[config.mk]
export PLATFORM = sky130hd
export DESIGN_NAME = lsif_top
export DESIGN_NICKNAME = d
export VERILOG_FILES = /design/src/rtl/lsif_fault_counter.v /design/src/rtl/lsif_top.v
export VERILOG_INCLUDE_DIRS = /design/src /design/src/rtl
export SDC_FILE = /design/constraint.sdc
export NUM_CORES = 1
export LEC_CHECK = 0
export BUFFER_PORTS_ARGS = -buffer_cell sky130_fd_sc_hd__buf_4
export CORE_MARGIN = 1.5
export CORE_UTILIZATION = 55
export CTS_CLUSTER_DIAMETER = 120
export DETAILED_ROUTE_END_ITERATION = 7
export HOLD_SLACK_MARGIN = 0.15
export PLACE_DENSITY = 0.87
export SLEW_MARGIN = 20
export SYNTH_ARGS = -nofsm -noshare
export SYNTH_HDL_FRONTEND = slang
export SYNTH_HIERARCHICAL = 1
export SYNTH_SLANG_ARGS = --single-unit
export TNS_END_PERCENT = 100
[constraint.sdc]
create_clock -name clk_sys_i -period 8.07 [get_ports clk_sys_i]
set_input_delay 0.807 -clock clk_sys_i [delete_from_list [all_inputs] [get_ports clk_sys_i]]
set_output_delay 0.807 -clock clk_sys_i [all_outputs]
set_load 0.005 [all_outputs]
[src/rtl/lsif_defines.vh]
// constants for the light sensor interrupt flag block
`ifndef LSIF_DEFINES_VH
`define LSIF_DEFINES_VH

// register byte offsets on the axi4-lite bus
`define LSIF_ADDR_RESULT 4'h0
`define LSIF_ADDR_CONFIG 4'h4
`define LSIF_ADDR_LOW_LIMIT 4'h8
`define LSIF_ADDR_HIGH_LIMIT 4'hc

// configuration register fields
`define LSIF_CFG_MODE_HI 10
`define LSIF_CFG_MODE_LO 9
`define LSIF_CFG_READY_BIT 7
`define LSIF_CFG_OVER_BIT 6
`define LSIF_CFG_UNDER_BIT 5
`define LSIF_CFG_LATCH_BIT 4
`define LSIF_CFG_SENSE_BIT 3
`define LSIF_CFG_FC_HI 1
`define LSIF_CFG_FC_LO 0

// writable bits of the configuration register
`define LSIF_CFG_WMASK 16'h061b
`define LSIF_CFG_RESET 16'h0010
`define LSIF_LOW_RESET 16'h0000
`define LSIF_HIGH_RESET 16'hbfff

// shutdown code of the conversion-type field
`define LSIF_MODE_SHUTDOWN 2'h0
// low-limit top bits that select end-of-conversion indication
`define LSIF_EOC_CODE 2'h3

// axi responses
`define LSIF_RESP_OKAY 2'h0
`define LSIF_RESP_SLVERR 2'h2

`endif

[src/rtl/lsif_fault_counter.v]
// consecutive-conversion fault counter for one limit comparison
`timescale 1ns/1ps
`default_nettype none

module lsif_fault_counter #(
  parameter CNT_W = 4
) (
  // clock and reset
  input wire clk_sys_i,
  input wire resetn_i,
  // conversion events
  input wire conv_done_i,
  input wire cond_i,
  input wire [1:0] fault_count_i,
  // fault strobe, same cycle as conv_done_i
  output wire fault_o
);

  reg [CNT_W-1:0] count_q;
  reg [CNT_W-1:0] count_d;
  wire [CNT_W-1:0] target;
  wire [CNT_W-1:0] next_count;

  // fault count codes 0..3 mean 1, 2, 4 and 8 consecutive conversions
  assign target = {{(CNT_W-1){1'b0}}, 1'b1} << fault_count_i;
  assign next_count = count_q + {{(CNT_W-1){1'b0}}, 1'b1};

  always @* begin
    count_d = count_q;
    if (conv_done_i) begin
      if (!cond_i) begin
        count_d = {CNT_W{1'b0}};
      end else if (count_q < target) begin
        count_d = next_count;
      end
    end
  end

  // saturates at the target so every further hit also faults
  // fault at programmed count
  assign fault_o = conv_done_i & cond_i & (count_d >= target);

  always @(posedge clk_sys_i) begin
    if (!resetn_i) begin
      count_q <= {CNT_W{1'b0}};
    end else begin
      count_q <= count_d;
    end
  end

endmodule // lsif_fault_counter

`default_nettype wire

[src/rtl/lsif_top.v]
// interrupt flag logic of an ambient light sensor with axi4-lite registers
//
// The AXI4-Lite slave port and the register offsets are this design's own decisions.
`timescale 1ns/1ps
`default_nettype none
`include "lsif_defines.vh"

// Summary of operation
// - transparent mode, a high fault sequence sets over flag, clears under flag, activates irq.
// - transparent mode, a low fault sequence sets under flag, clears over flag, deactivates irq.
// - transparent mode, config reads and writes leave irq and both flags as they are.
// - with latch bit 0 the alert response is not acknowledged and changes nothing.
// - every conversion completion sets conversion-ready; flags hold without a fault.
// - a config read clears conversion-ready, as does a non-shutdown config write.
// - a shutdown config write leaves flags, irq and conversion-ready unchanged.
// - low-limit top two bits both one select end-of-conversion indication.
// - in end-of-conversion indication every completion activates the irq.
// - end-of-conversion latched, a config read or won alert clears irq; a read clears flags.
// - end-of-conversion latched, a high fault sets over flag, a low fault sets under flag.
// - end-of-conversion transparent, flags as transparent, irq cleared by read or write.
// - the pin is low when active with sense 0, low when inactive with sense 1, else high.
// - conversion-ready is cleared at once by a config read, so a second read sees 0.
// - config bit 4 selects latched window (1) or transparent hysteresis (0) comparison.
module lsif_top #(
  parameter CNT_W = 4
) (
  // clock and reset
  input wire clk_sys_i,
  input wire resetn_i,
  // axi4-lite write address
  input wire [3:0] s_axi_awaddr_i,
  input wire s_axi_awvalid_i,
  output wire s_axi_awready_o,
  // axi4-lite write data
  input wire [31:0] s_axi_wdata_i,
  input wire [3:0] s_axi_wstrb_i,
  input wire s_axi_wvalid_i,
  output wire s_axi_wready_o,
  // axi4-lite write response
  output wire [1:0] s_axi_bresp_o,
  output wire s_axi_bvalid_o,
  input wire s_axi_bready_i,
  // axi4-lite read address
  input wire [3:0] s_axi_araddr_i,
  input wire s_axi_arvalid_i,
  output wire s_axi_arready_o,
  // axi4-lite read data
  output wire [31:0] s_axi_rdata_o,
  output wire [1:0] s_axi_rresp_o,
  output wire s_axi_rvalid_o,
  input wire s_axi_rready_i,
  // conversion engine, same clock
  input wire conv_done_i,
  input wire [15:0] conv_result_i,
  // alert response from the serial framing, same clock
  input wire alert_req_i,
  input wire alert_won_i,
  output wire alert_ack_o,
  output wire alert_over_flag_o,
  // interrupt pin level
  output wire int_pin_o
);

  // exponent/mantissa word to a linear magnitude, used for both limits
  function [26:0] to_linear;
    input [15:0] word;
    begin
      to_linear = {15'h0000, word[11:0]} << word[15:12];
    end
  endfunction

  // ---------------- register state ----------------
  reg [15:0] cfg_q;
  reg [15:0] cfg_d;
  reg [15:0] low_q;
  reg [15:0] low_d;
  reg [15:0] high_q;
  reg [15:0] high_d;
  reg [15:0] result_q;
  reg over_q;
  reg over_d;
  reg under_q;
  reg under_d;
  reg ready_q;
  reg ready_d;
  reg active_q;
  reg active_d;
  reg int_pin_q;
  reg alert_ack_q;
  reg alert_over_q;

  // ---------------- axi state ----------------
  reg aw_held_q;
  reg [3:0] aw_addr_q;
  reg w_held_q;
  reg [31:0] w_data_q;
  reg [3:0] w_strb_q;
  reg bvalid_q;
  reg [1:0] bresp_q;
  reg rvalid_q;
  reg [31:0] rdata_q;
  reg [1:0] rresp_q;

  wire aw_fire;
  wire w_fire;
  wire ar_fire;
  wire wr_go;
  wire [3:0] wr_addr;
  wire [31:0] wr_data;
  wire [3:0] wr_strb;
  wire [15:0] wr_mask;
  wire wr_mapped;
  wire rd_mapped;

  assign s_axi_awready_o = !aw_held_q && !bvalid_q;
  assign s_axi_wready_o = !w_held_q && !bvalid_q;
  assign s_axi_arready_o = !rvalid_q;
  assign aw_fire = s_axi_awvalid_i && s_axi_awready_o;
  assign w_fire = s_axi_wvalid_i && s_axi_wready_o;
  assign ar_fire = s_axi_arvalid_i && s_axi_arready_o;

  // address and data may arrive in either order; the write happens once both are in
  assign wr_go = (aw_held_q || aw_fire) && (w_held_q || w_fire) && !bvalid_q;
  assign wr_addr = aw_held_q ? aw_addr_q : s_axi_awaddr_i;
  assign wr_data = w_held_q ? w_data_q : s_axi_wdata_i;
  assign wr_strb = w_held_q ? w_strb_q : s_axi_wstrb_i;
  assign wr_mask = {{8{wr_strb[1]}}, {8{wr_strb[0]}}};
  assign wr_mapped = (wr_addr[1:0] == 2'h0);
  assign rd_mapped = (s_axi_araddr_i[1:0] == 2'h0);

  always @(posedge clk_sys_i) begin
    if (!resetn_i) begin
      aw_held_q <= 1'b0;
      aw_addr_q <= 4'h0;
      w_held_q <= 1'b0;
      w_data_q <= 32'h00000000;
      w_strb_q <= 4'h0;
      bvalid_q <= 1'b0;
      bresp_q <= `LSIF_RESP_OKAY;
    end else begin
      if (wr_go) begin
        aw_held_q <= 1'b0;
        w_held_q <= 1'b0;
        bvalid_q <= 1'b1;
        bresp_q <= wr_mapped ? `LSIF_RESP_OKAY : `LSIF_RESP_SLVERR;
      end else begin
        if (aw_fire) begin
          aw_held_q <= 1'b1;
          aw_addr_q <= s_axi_awaddr_i;
        end
        if (w_fire) begin
          w_held_q <= 1'b1;
          w_data_q <= s_axi_wdata_i;
          w_strb_q <= s_axi_wstrb_i;
        end
        if (bvalid_q && s_axi_bready_i) begin
          bvalid_q <= 1'b0;
        end
      end
    end
  end

  assign s_axi_bvalid_o = bvalid_q;
  assign s_axi_bresp_o = bresp_q;

  // ---------------- decoded events ----------------
  wire cfg_rd;
  wire cfg_wr;
  wire low_wr;
  wire high_wr;
  wire [15:0] cfg_wr_val;
  wire cfg_wr_run;
  wire latch_now;
  wire eoc_now;
  wire latch_drop;
  wire alert_hit;

  // register reads have side effects only at the config offset
  assign cfg_rd = ar_fire && (s_axi_araddr_i == `LSIF_ADDR_CONFIG);
  assign cfg_wr = wr_go && (wr_addr == `LSIF_ADDR_CONFIG);
  assign low_wr = wr_go && (wr_addr == `LSIF_ADDR_LOW_LIMIT);
  assign high_wr = wr_go && (wr_addr == `LSIF_ADDR_HIGH_LIMIT);
  assign cfg_wr_val = (cfg_q & ~(`LSIF_CFG_WMASK & wr_mask)) |
                      (wr_data[15:0] & `LSIF_CFG_WMASK & wr_mask);
  assign cfg_wr_run = cfg_wr &&
    (cfg_wr_val[`LSIF_CFG_MODE_HI:`LSIF_CFG_MODE_LO] != `LSIF_MODE_SHUTDOWN);
  assign latch_now = cfg_q[`LSIF_CFG_LATCH_BIT];
  assign eoc_now = (low_q[15:14] == `LSIF_EOC_CODE);
  // latch 1 to 0 clears irq
  assign latch_drop = cfg_wr_run && latch_now && !cfg_wr_val[`LSIF_CFG_LATCH_BIT];
  assign alert_hit = alert_req_i && alert_won_i && latch_now;

  // ---------------- limit comparisons ----------------
  wire hi_cond;
  wire lo_cond;
  wire hi_fault;
  wire lo_fault;

  assign hi_cond = to_linear(conv_result_i) > to_linear(high_q);
  assign lo_cond = to_linear(conv_result_i) < to_linear(low_q);

  lsif_fault_counter #(
    .CNT_W(CNT_W)
  ) u_high_count (
    .clk_sys_i(clk_sys_i),
    .resetn_i(resetn_i),
    .conv_done_i(conv_done_i),
    .cond_i(hi_cond),
    .fault_count_i(cfg_q[`LSIF_CFG_FC_HI:`LSIF_CFG_FC_LO]),
    .fault_o(hi_fault)
  );

  lsif_fault_counter #(
    .CNT_W(CNT_W)
  ) u_low_count (
    .clk_sys_i(clk_sys_i),
    .resetn_i(resetn_i),
    .conv_done_i(conv_done_i),
    .cond_i(lo_cond),
    .fault_count_i(cfg_q[`LSIF_CFG_FC_HI:`LSIF_CFG_FC_LO]),
    .fault_o(lo_fault)
  );

  // ---------------- flag and irq next state ----------------
  // clears are applied first, so a conversion in the same cycle wins
  always @* begin
    cfg_d = cfg_q;
    low_d = low_q;
    high_d = high_q;
    over_d = over_q;
    under_d = under_q;
    ready_d = ready_q;
    active_d = active_q;
    if (cfg_wr) begin
      cfg_d = cfg_wr_val;
    end
    if (low_wr) begin
      low_d = (low_q & ~wr_mask) | (wr_data[15:0] & wr_mask);
    end
    if (high_wr) begin
      high_d = (high_q & ~wr_mask) | (wr_data[15:0] & wr_mask);
    end
    if (cfg_rd) begin
      ready_d = 1'b0;
      if (latch_now) begin
        over_d = 1'b0;
        under_d = 1'b0;
        active_d = 1'b0;
      end else if (eoc_now) begin
        active_d = 1'b0;
      end
    end
    if (cfg_wr_run) begin
      ready_d = 1'b0;
      if (!latch_now && eoc_now) begin
        active_d = 1'b0;
      end
      if (latch_drop) begin
        active_d = 1'b0;
      end
    end
    if (alert_hit) begin
      active_d = 1'b0;
    end
    if (conv_done_i) begin
      ready_d = 1'b1;
      if (eoc_now) begin
        active_d = 1'b1;
      end
    end
    if (latch_now) begin
      if (hi_fault) begin
        over_d = 1'b1;
        active_d = 1'b1;
      end
      if (lo_fault) begin
        under_d = 1'b1;
        active_d = 1'b1;
      end
    end else begin
      if (hi_fault) begin
        over_d = 1'b1;
        under_d = 1'b0;
        active_d = 1'b1;
      end
      if (lo_fault) begin
        under_d = 1'b1;
        over_d = 1'b0;
        active_d = eoc_now;
      end
    end
  end

  always @(posedge clk_sys_i) begin
    if (!resetn_i) begin
      cfg_q <= `LSIF_CFG_RESET;
      low_q <= `LSIF_LOW_RESET;
      high_q <= `LSIF_HIGH_RESET;
      result_q <= 16'h0000;
      over_q <= 1'b0;
      under_q <= 1'b0;
      ready_q <= 1'b0;
      active_q <= 1'b0;
      int_pin_q <= 1'b1;
      alert_ack_q <= 1'b0;
      alert_over_q <= 1'b0;
    end else begin
      cfg_q <= cfg_d;
      low_q <= low_d;
      high_q <= high_d;
      if (conv_done_i) begin
        result_q <= conv_result_i;
      end
      over_q <= over_d;
      under_q <= under_d;
      ready_q <= ready_d;
      active_q <= active_d;
      int_pin_q <= cfg_d[`LSIF_CFG_SENSE_BIT] ? active_d : !active_d;
      alert_ack_q <= alert_hit;
      // the over flag rides as the last address bit of the alert answer
      alert_over_q <= alert_hit ? over_q : alert_over_q;
    end
  end

  assign int_pin_o = int_pin_q;
  assign alert_ack_o = alert_ack_q;
  assign alert_over_flag_o = alert_over_q;

  // ---------------- read path ----------------
  reg [15:0] rd_word;

  always @* begin
    rd_word = 16'h0000;
    case (s_axi_araddr_i)
      `LSIF_ADDR_RESULT: begin
        rd_word = result_q;
      end
      `LSIF_ADDR_CONFIG: begin
        rd_word = cfg_q;
        rd_word[`LSIF_CFG_READY_BIT] = ready_q;
        rd_word[`LSIF_CFG_OVER_BIT] = over_q;
        rd_word[`LSIF_CFG_UNDER_BIT] = under_q;
      end
      `LSIF_ADDR_LOW_LIMIT: begin
        rd_word = low_q;
      end
      `LSIF_ADDR_HIGH_LIMIT: begin
        rd_word = high_q;
      end
      default: begin
        rd_word = 16'h0000;
      end
    endcase
  end

  always @(posedge clk_sys_i) begin
    if (!resetn_i) begin
      rvalid_q <= 1'b0;
      rdata_q <= 32'h00000000;
      rresp_q <= `LSIF_RESP_OKAY;
    end else begin
      if (ar_fire) begin
        rvalid_q <= 1'b1;
        rdata_q <= {16'h0000, rd_word};
        rresp_q <= rd_mapped ? `LSIF_RESP_OKAY : `LSIF_RESP_SLVERR;
      end else if (rvalid_q && s_axi_rready_i) begin
        rvalid_q <= 1'b0;
      end
    end
  end

  assign s_axi_rvalid_o = rvalid_q;
  assign s_axi_rdata_o = rdata_q;
  assign s_axi_rresp_o = rresp_q;

endmodule // lsif_top

`default_nettype wire

### Yosys cells after proc, flatten, opt, wreduce, memory -nomap -nowiden

Index checks and enable logic that the tools add are counted.

* add/sub/neg operators: 2
* magnitude comparators: 6
* equality and inequality tests: 7
* shifts and indexed selects: 4
* multiplexer cells: 45
* bitwise gates (word level): 16
* reductions and logical operators: 38

Operators by type and width (number)
* 12-bit by 4-bit left shift with 27-bit output: 3
* 16-bit AND: 4
* 16-bit one-hot mux with 4 select lines: 1
* 16-bit OR: 3
* 1-bit 2-to-1 mux: 32
* 4-bit 2-to-1 mux: 8
* 27-bit > comparator: 1
* 27-bit less-than comparator: 1
* 1-bit logical AND: 19
* 11-bit by 16-bit AND with 16-bit output: 1
* 4-bit equality test (second input constant): 4
* 16-bit 2-to-1 mux: 1
* 11-bit inverter with 16-bit output: 1
* 16-bit inverter: 1
* 4-bit by 1-bit adder with 4-bit output (second input constant): 2
* 4-bit by 3-bit equality test with 1-bit output (second input constant): 2
* 4-bit >= comparator: 2
* 4-bit less-than comparator: 2
* 1-bit logical NOT: 7
* 2-bit 2-to-1 mux: 3
* 2-bit nonzero test: 3
* 1-bit AND: 4
* 2-bit logical NOT: 2
* 4-bit logical NOT: 1
* 7 further kinds: 10

* bits in registers: 125
* output and inout port bits: 44

### Logic depth before layout (Yosys ltp)

Gate-level depths: netlist of run 1.

* depth after elaboration: 20
* depth in mapped cells: 25
* gate-level depth less buffers: 23

### By module

Netlist of run 1, hierarchy kept.

Modules (own cells, without submodules)
* lsif_top: times used 1, cells each 920, area an instance 7671.1 um2, sequential area each 2102.0 um2
* lsif_fault_counter (u_high_count): times used 1, cells each 55, area an instance 462.9 um2, sequential area each 80.1 um2
* lsif_fault_counter (u_low_count): times used 1, cells each 52, area an instance 457.9 um2, sequential area each 80.1 um2

### Least setup slack after synthesis of run 1

Ideal clock, no wire load.

* path kind: input-to-reg
* from: input conv_result_i[13]
* to: register int_pin_q (netlist: int_pin_o)
* setup time: 0.072 ns
* arrival time: 5.414 ns
* required time: 7.998 ns
* slack: 2.584 ns
* cell stages on the path: 25
* path through: clkbuf_1 -> clkbuf_1 -> mux4_2 -> nand2_1 -> nand2_1 -> nand2_1 -> o21ai_0 -> ha_1 -> a21o_1 -> a221o_1 -> a221oi_1 -> o211ai_1 -> a211oi_1 -> nand2b_1 -> nand2_1 -> mux2i_1 -> ha_1 -> a21boi_0 -> o21ai_0 -> a21oi_1 -> nor2b_1 -> a21boi_0 -> nand3_1 -> o21ai_0 -> mux2i_1

* elaborated cells on any way between the ends: 19

RTL lines
* start: declaration: RTL line lsif_top.v:54 `input wire [15:0] conv_result_i,`
* 12-bit by 4-bit left shift with 27-bit output (*): RTL line lsif_top.v:68 `to_linear = {15'h0000, word[11:0]} << word[15:12];`
* 27-bit less-than comparator (*): RTL line lsif_top.v:200 `assign lo_cond = to_linear(conv_result_i) < to_linear(low_q);`
* via lo_cond: RTL line lsif_top.v:195 `wire lo_cond;`
* 4-bit 2-to-1 mux (*): RTL line lsif_fault_counter.v:31 `if (!cond_i) begin`
* 4-bit 2-to-1 mux (*): RTL line lsif_fault_counter.v:30 `if (conv_done_i) begin`
* via u_low_count.count_d[1]: RTL line lsif_fault_counter.v:20 `reg [CNT_W-1:0] count_d;`
* 4-bit >= comparator (*): RTL line lsif_fault_counter.v:41 `assign fault_o = conv_done_i & cond_i & (count_d >= target);`
* 1-bit AND (*): RTL line lsif_fault_counter.v:41
* via lo_fault: RTL line lsif_top.v:197 `wire lo_fault;`
* 1-bit 2-to-1 mux (on tied branches): RTL line lsif_top.v:286, lsif_top.v:276
* 1-bit 2-to-1 mux (*): RTL line lsif_top.v:271 `if (latch_now) begin`
* 1-bit logical NOT: RTL line lsif_top.v:318 `` int_pin_q <= cfg_d[`LSIF_CFG_SENSE_BIT] ? active_d : !active_d; ``
* 1-bit 2-to-1 mux (*): RTL line lsif_top.v:318
* end signal: assignment: RTL line lsif_top.v:318
* end: declaration: RTL line lsif_top.v:88 `reg int_pin_q;`

Mark *: on every way through the listed nets, which the timed path passes. The rest lies on a longest branch.
A chain may end at the register's enable or synchronous reset.

==> impl_metrics.yaml, run 1 <==
sta:
  setup_viol: 0
  layout_min_cycle_time_ps: 6420
  rsz0062_at_grt: "false"
  worstMarginPinSlew_ps: 1050
  finalHoldViolations: 0
  worst_hold_slack_ps: 454
  timing.final.crit_share: 0.796
  slew_violations: 0
  slew_headroom: 0.298
  skew_ps: 8.19
  fin_tns_setup_ps: 0
  max_freq_mhz: 156
die:
  rows: 45
  die_w_um: 128
  die_h_um: 128
  start_util: 0.565
  die_area_um2: 16400
  ios: 114
  coreArea_um2: 15200
pwr:
  cellLeakagePower_uw: 0.00409
  ir_drop_mv: 0.201
  power_density_nw_per_um2: 163
synth:
  synth_compound_area_frac: 0.175
  synth_seq_area_share: 0.263
  synth_top_family_by_area: "simple AND/OR/NAND/NOR gates"
  ys_ff_latch: 113
  synth_ff_type: "dfxtp_1"
  syn-instance-count: 1027
  synth_warnings: 6
  syn_avg_cell_area_um2: 8.37
  synth-xor-area-share: 0.00204
  synthSimpleGateAreaFrac: 0.204
  synth_edf_count: 0
  synthMuxAreaShare: 0.203
  synth-adder-area-share: 0.100
  synthesis.area_um2: 8590
  postSynth.asyncResetShare: 0
  ys_types: 71
drt:
  dr_wl_met3_um: 2010
  wl_per_cell_um: 19.7
  vias: 8305
  met1_length_um: 9920
  viasPerCell: 6.56
  drt_wl_total_um: 24900
  highest_layer: "met4"
  drt_first_pass_iters: 6
  drt_iter0_markers: 1140
  antenna_left: 0
  route.met2.wl_um: 11600
  drc: 0
worst_setup_path:
  r2r_slack_ps: 1650
  crit_path_max_fanout: 19
  worstRegToRegCells: 22
  startpoint_type: "register"
  worst_setup_path_end_kind: "register"
  worstSetupPathType: "reg2reg"
  worstReg2RegEnd: "int_pin_o"
  endpoint: "int_pin_o"
  required_ps: 8400
  arrival_ps: 6750
clock_network:
  post_cts_buffers: 0
  postCtsHoldBufs: 0
  clock-sinks: 113
  clk_pin_slew_worst_paths_ps: 50
  cts_made_buffers: 17
  clk-insertion-delay-late_ps: 410
  cts-resized-gates: 0
  ctsRootBufferMaster: "clkbuf_16"
  clockBufferDepth: 2
  h-tree-depth: 4
  cts_tree: "done"
global_route:
  grt_pass1_wl_um: 39100
  track_usage: 0.302
  grt-ovfl-total: 0
  grt_max_degree: 60
  grt_pass1_vias: 7527
  antenna_found_initial: 0
status:
  status: "complete, no violations"
cells_and_area:
  n_antenna_cell: 0
  fillers: 1145
  areaGrowthSynthToFinish_pct: 13.0
  final_common_cell: "nand2_1"
  drive_above_1_share: 0.181
  multi_input_area_um2: 5980
  final_core_util: 0.639
  fin_nets: 1205
  final_cell_mix: "130 x nand2_1, 113 x dfxtp_1, 108 x nor2_1, 102 x a21oi_1, 93 x mux2i_1"
  seqCellArea_um2: 2260
placed_design:
  dp_hpwl_um: 17600
  gp_congestion: 0.975
  io_buffer_count: 77
run:
  maxCapViolCount: 0
worst_hold_path:
  worstHoldPathType: "reg2reg"
[where the power goes]
group          leakage [uW]  internal (uW)  switching (uW)
clock network      0.000268            435             261
logic               0.00290            121             166
registers          0.000918            578            21.1
[per-layer routing]
| layer | GRT usage | vias up |
|---|---|---|
| met4 | 0.154 | 0 |
| met3 | 0.0543 | 126 |
| met5 | 0 | - |
| met2 | 0.492 | 524 |
| met1 | 0.385 | 3866 |
| li1 | - | 3789 |
[synthesized netlist by cell type, types with 7 or more instances]
| master | instances | area, um^2 |
|---|---|---|
| a21oi_1 | 102 | 510 |
| a22oi_1 | 25 | 188 |
| buf_4 | 19 | 143 |
| clkbuf_1 | 50 | 188 |
| dfxtp_1 | 113 | 2260 |
| ha_1 | 69 | 863 |
| inv_1 | 16 | 60.1 |
| mux2_2 | 28 | 315 |
| mux2i_1 | 93 | 931 |
| mux4_2 | 22 | 495 |
| nand2_1 | 130 | 488 |
| nand2b_1 | 14 | 87.6 |
| nand3_1 | 22 | 110 |
| nand4_1 | 11 | 68.8 |
| nor2_1 | 108 | 405 |
| nor2b_1 | 21 | 131 |
| nor3_1 | 13 | 65.1 |
| o211ai_1 | 13 | 97.6 |
| o21a_1 | 7 | 52.6 |
| o21ai_0 | 29 | 145 |
| or2_2 | 9 | 56.3 |
[final cells by class]
class,instances,share of cell area
well taps,188,0.0242
clock buffers,21,0.0474
clock inverters,10,0.00902
repair buffers,83,0.0642
inverters,17,0.00657
multi-input cells,834,0.616
flip-flops and latches,113,0.233
[worst max-delay path, cell delays in order, from the launching register on]
cell      delay (ps)
dfxtp_1          890
mux4_2           640
mux2i_1          250
nor2_1            60
a21oi_1          190
ha_1             280
and2_0           170
a221o_1          290
a221oi_1         280
o211ai_1         180
a211oi_1         800
nand2b_1         300
nand2_1           80
mux2i_1          170
ha_1             250
a21boi_0         120
o21ai_0          140
a21oi_1          180
nor2b_1          200
a21boi_0         200
nand3_1          100
o21ai_0          290
mux2i_1          260
[cell families (layout without fill, tap and decap cells)]
kind of cell | count (synthesis) | in the layout
AO/OA/AOI/OAI | 231 | 231
XOR/XNOR | 2 | 2
adder cells (fa/ha/maj) | 69 | 69
buffers and inverters | 97 | 131
flip-flops | 113 | 113
multiplexers | 143 | 143
other | 1 | 18
AND/OR/NAND/NOR | 371 | 371
[through the flow]
step	instance area, um^2	worst slack (ps)	std cells	total power [uW]
after global routing	9710	1130	1266	1630
after global placement	9150	1810	1235	874
after floorplan	8660	2580	1044	804
after CTS	9700	1740	1266	1570
after detailed placement	9150	1740	1235	883
final	9710	1650	1266	1580
[worst min-delay path by stage]
stage | start | end | slack, ps | cells past startpoint
floorplan | w_data_q[0] | w_data_q[0] | 430 | 2
CTS | w_data_q[3] | w_data_q[3] | 450 | 2
detailed placement | w_data_q[3] | w_data_q[3] | 450 | 2
global placement | w_data_q[2] | w_data_q[2] | 440 | 2
finish | w_data_q[0] | w_data_q[0] | 450 | 2
global route | w_data_q[11] | w_data_q[11] | 480 | 2
(Power assumes the default switching activity.)
==> inputs of run 2 (changes only) <==
Settings changed: ABC_AREA set to 1, CORE_UTILIZATION 55 to 53.
Clock period 8.07 ns to 5.3 ns, I/O delays scaled along.
==> impl_metrics.yaml, run 2 <==
status:
  status: "complete, no violations"
drt:
  drt_iter0_markers: 1092
  drt_wl_total_um: 23400
  drt_first_pass_iters: 6
  viasPerCell: 5.70
  wl_per_cell_um: 15.0
  drc: 0
  antenna_left: 0
  vias: 8886
worst_setup_path:
  crit_path_max_fanout: 23
  arrival_ps: 5190
  r2r_slack_ps: 380
  startpoint_type: "register"
  required_ps: 5570
  cpPeakStageDelay_ps: 710
  worstRegToRegCells: 30
  cp_slowest_cell: "dfxtp_1"
  worst_setup_path_end_kind: "register"
  worstSetupPathType: "reg2reg"
  path_delay_family: "compound AO/OA/AOI/OAI gates"
  worstReg2RegEnd: "int_pin_o"
  critical_path.most_common_cell: "o21ai_0"
  critPathBufInv: 5
clock_network:
  cts_tree: "done"
  clk_pin_slew_worst_paths_ps: 50
  clk-insertion-delay-late_ps: 420
  postCtsHoldBufs: 0
  ctsRootBufferMaster: "clkbuf_16"
  clock-sinks: 113
  cts-resized-gates: 0
  clockBufferDepth: 2
  cts_made_buffers: 17
  h-tree-depth: 4
  post_cts_buffers: 0
synth:
  synth_top_family_by_area: "simple AND/OR/NAND/NOR gates"
  syn-instance-count: 1292
  synth_warnings: 6
  synthesis.area_um2: 8390
  synth_compound_area_frac: 0.236
  yosysMostFrequentCell: "nand2_1"
  synth_top_area_frac: 0.270
  synth_area_leaders: "dfxtp_1 27%, nand2_1 14%, o21ai_0 12%"
  postSynth.asyncResetShare: 0
  synth_common_cells: "307 x nand2_1, 203 x o21ai_0, 131 x inv_1"
  synth_ff_type: "dfxtp_1"
  synth-adder-area-share: 0.103
  synth_seq_area_share: 0.270
  synth_edf_count: 0
  synthMuxAreaShare: 0.0203
  yosysTopAreaCell: "dfxtp_1"
  ys_types: 46
  synthSimpleGateAreaFrac: 0.258
  ys_ff_latch: 113
  syn_avg_cell_area_um2: 6.49
  synth-xor-area-share: 0.00209
cells_and_area:
  fin_nets: 1473
  final_cell_mix: "307 x nand2_1, 203 x o21ai_0, 131 x inv_1, 113 x a21oi_1, 112 x dfxtp_1"
  final_common_cell: "nand2_1"
  areaGrowthSynthToFinish_pct: 13.8
  drive_above_1_share: 0.121
  n_antenna_cell: 0
  fillers: 1403
global_route:
  grt-ovfl-total: 0
  grt_util_met1: 0.369
  grt_use_met3: 0.0595
  grt_pass1_wl_um: 37000
  use_met2: 0.457
  grt_pass1_vias: 7787
  antenna_found_initial: 0
  grt_busiest_layer: "met2"
  track_usage: 0.280
  grt_max_degree: 82
worst_hold_path:
  worstHoldPathType: "in2reg"
  holdPathStages: 3
  hold_end: "w_strb_q[1]"
  hp-start: "s_axi_wstrb_i[1]"
sta:
  timing.final.crit_share: 0.928
  fin_tns_setup_ps: 0
  fin_ws_ps: 380
  slew_violations: 0
  max_freq_mhz: 203
  rsz0062_at_grt: "false"
  finalHoldViolations: 0
  layout_min_cycle_time_ps: 4920
  setup_viol: 0
  skew_ps: 9.89
  slew_headroom: 0.298
  worstMarginPinSlew_ps: 1050
pwr:
  cellLeakagePower_uw: 0.00440
  power_density_nw_per_um2: 283
  ir_drop_mv: 0.245
die:
  die_w_um: 129
  ios: 114
  coreArea_um2: 15300
  rows: 45
  die_h_um: 129
  die_area_um2: 16600
  start_util: 0.548
run:
  maxCapViolCount: 0
placed_design:
  io_buffer_count: 77
  gp_congestion: 0.965
  dp_hpwl_um: 17400
  place_ws_ps: 447
## run 2: cell types whose count changed after synthesis, sizes merged, moves of 12 or more
| cell | before | now |
|---|---|---|
| a22oi | 25 | 3 |
| inv | 16 | 140 |
| a21oi | 104 | 116 |
| nand2 | 130 | 319 |
| mux2i | 93 | 17 |
| nor2b | 21 | 0 |
| mux4 | 22 | 0 |
| nand3 | 26 | 71 |
| nand2b | 14 | 0 |
| nor2 | 108 | 76 |
| mux2 | 28 | 0 |
| o21ai | 29 | 208 |
## run 2: worst max-delay path by stage
stage	slack, ps	cells after the start	to	start
floorplan	1480	28	int_pin_o	conv_result_i[13]
global placement	510	31	int_pin_o	register
detailed placement	450	31	int_pin_o	register
CTS	320	29	int_pin_o	register
global route	10	30	int_pin_o	register
finish	380	30	int_pin_o	register
## run 2: logic make-up after synthesis
kind of cell    after synthesis
compound gates              368
other cells                   1
fa+ha+maj                    69
buf+inv                     221
mux                          17
simple gates                501
xor+xnor                      2
flops                       113
## run 2: worst reg2reg max path: cells and delay by family (launching register included)
| kind | cells | cell delay, ps |
|---|---|---|
| AO/OA/AOI/OAI | 15 | 2220 |
| adder cells (fa/ha/maj) | 2 | 570 |
| flip-flops | 1 | 710 |
| buffers and inverters | 5 | 360 |
| AND/OR/NAND/NOR | 8 | 930 |
## run 2: layout make-up
type	instances	area [um^2]	share of cell area
repair buffers	79	593	0.0621
flip-flops and latches	113	2260	0.237
clock inverters	9	129	0.0135
multi-input cells	975	5260	0.551
clock buffers	23	478	0.0501
inverters	148	562	0.0588
well taps	211	264	0.0276
## run 2: routing by layer
layer / vias up / wire length, um
met1: 4039 / 9920
met3: 54 / 1970
met2: 416 / 10900
li1: 4377 / -
met5: - / 0
met4: 0 / 558
## run 2: power breakdown
| group | internal (uW) | total (uW) | switching [uW] | leakage [uW] |
|---|---|---|---|---|
| Combinational | 209 | 577 | 367 | 0.00319 |
| Clock | 774 | 1170 | 393 | 0.000294 |
| Sequential | 909 | 961 | 51.7 | 0.000922 |
| Total | 1890 | 2700 | 812 | 0.00440 |
## run 2: per-stage QoR
| stage | cell area [um^2] | instances | utilization | power (uW) | hold slack, ps |
|---|---|---|---|---|---|
| 3_5_place_dp | 8940 | 1526 | 0.584 | 1530 | 455 |
| 4_1_cts | 9540 | 1558 | 0.623 | 2690 | 344 |
| 3_3_place_gp | 8940 | 1526 | 0.584 | 1510 | 436 |
| 2_1_floorplan | 8450 | 1309 | - | 1380 | 429 |
| 5_1_grt | 9550 | 1558 | 0.624 | 2830 | 363 |
| 6_report | 9550 | 1558 | 0.624 | 2700 | 350 |
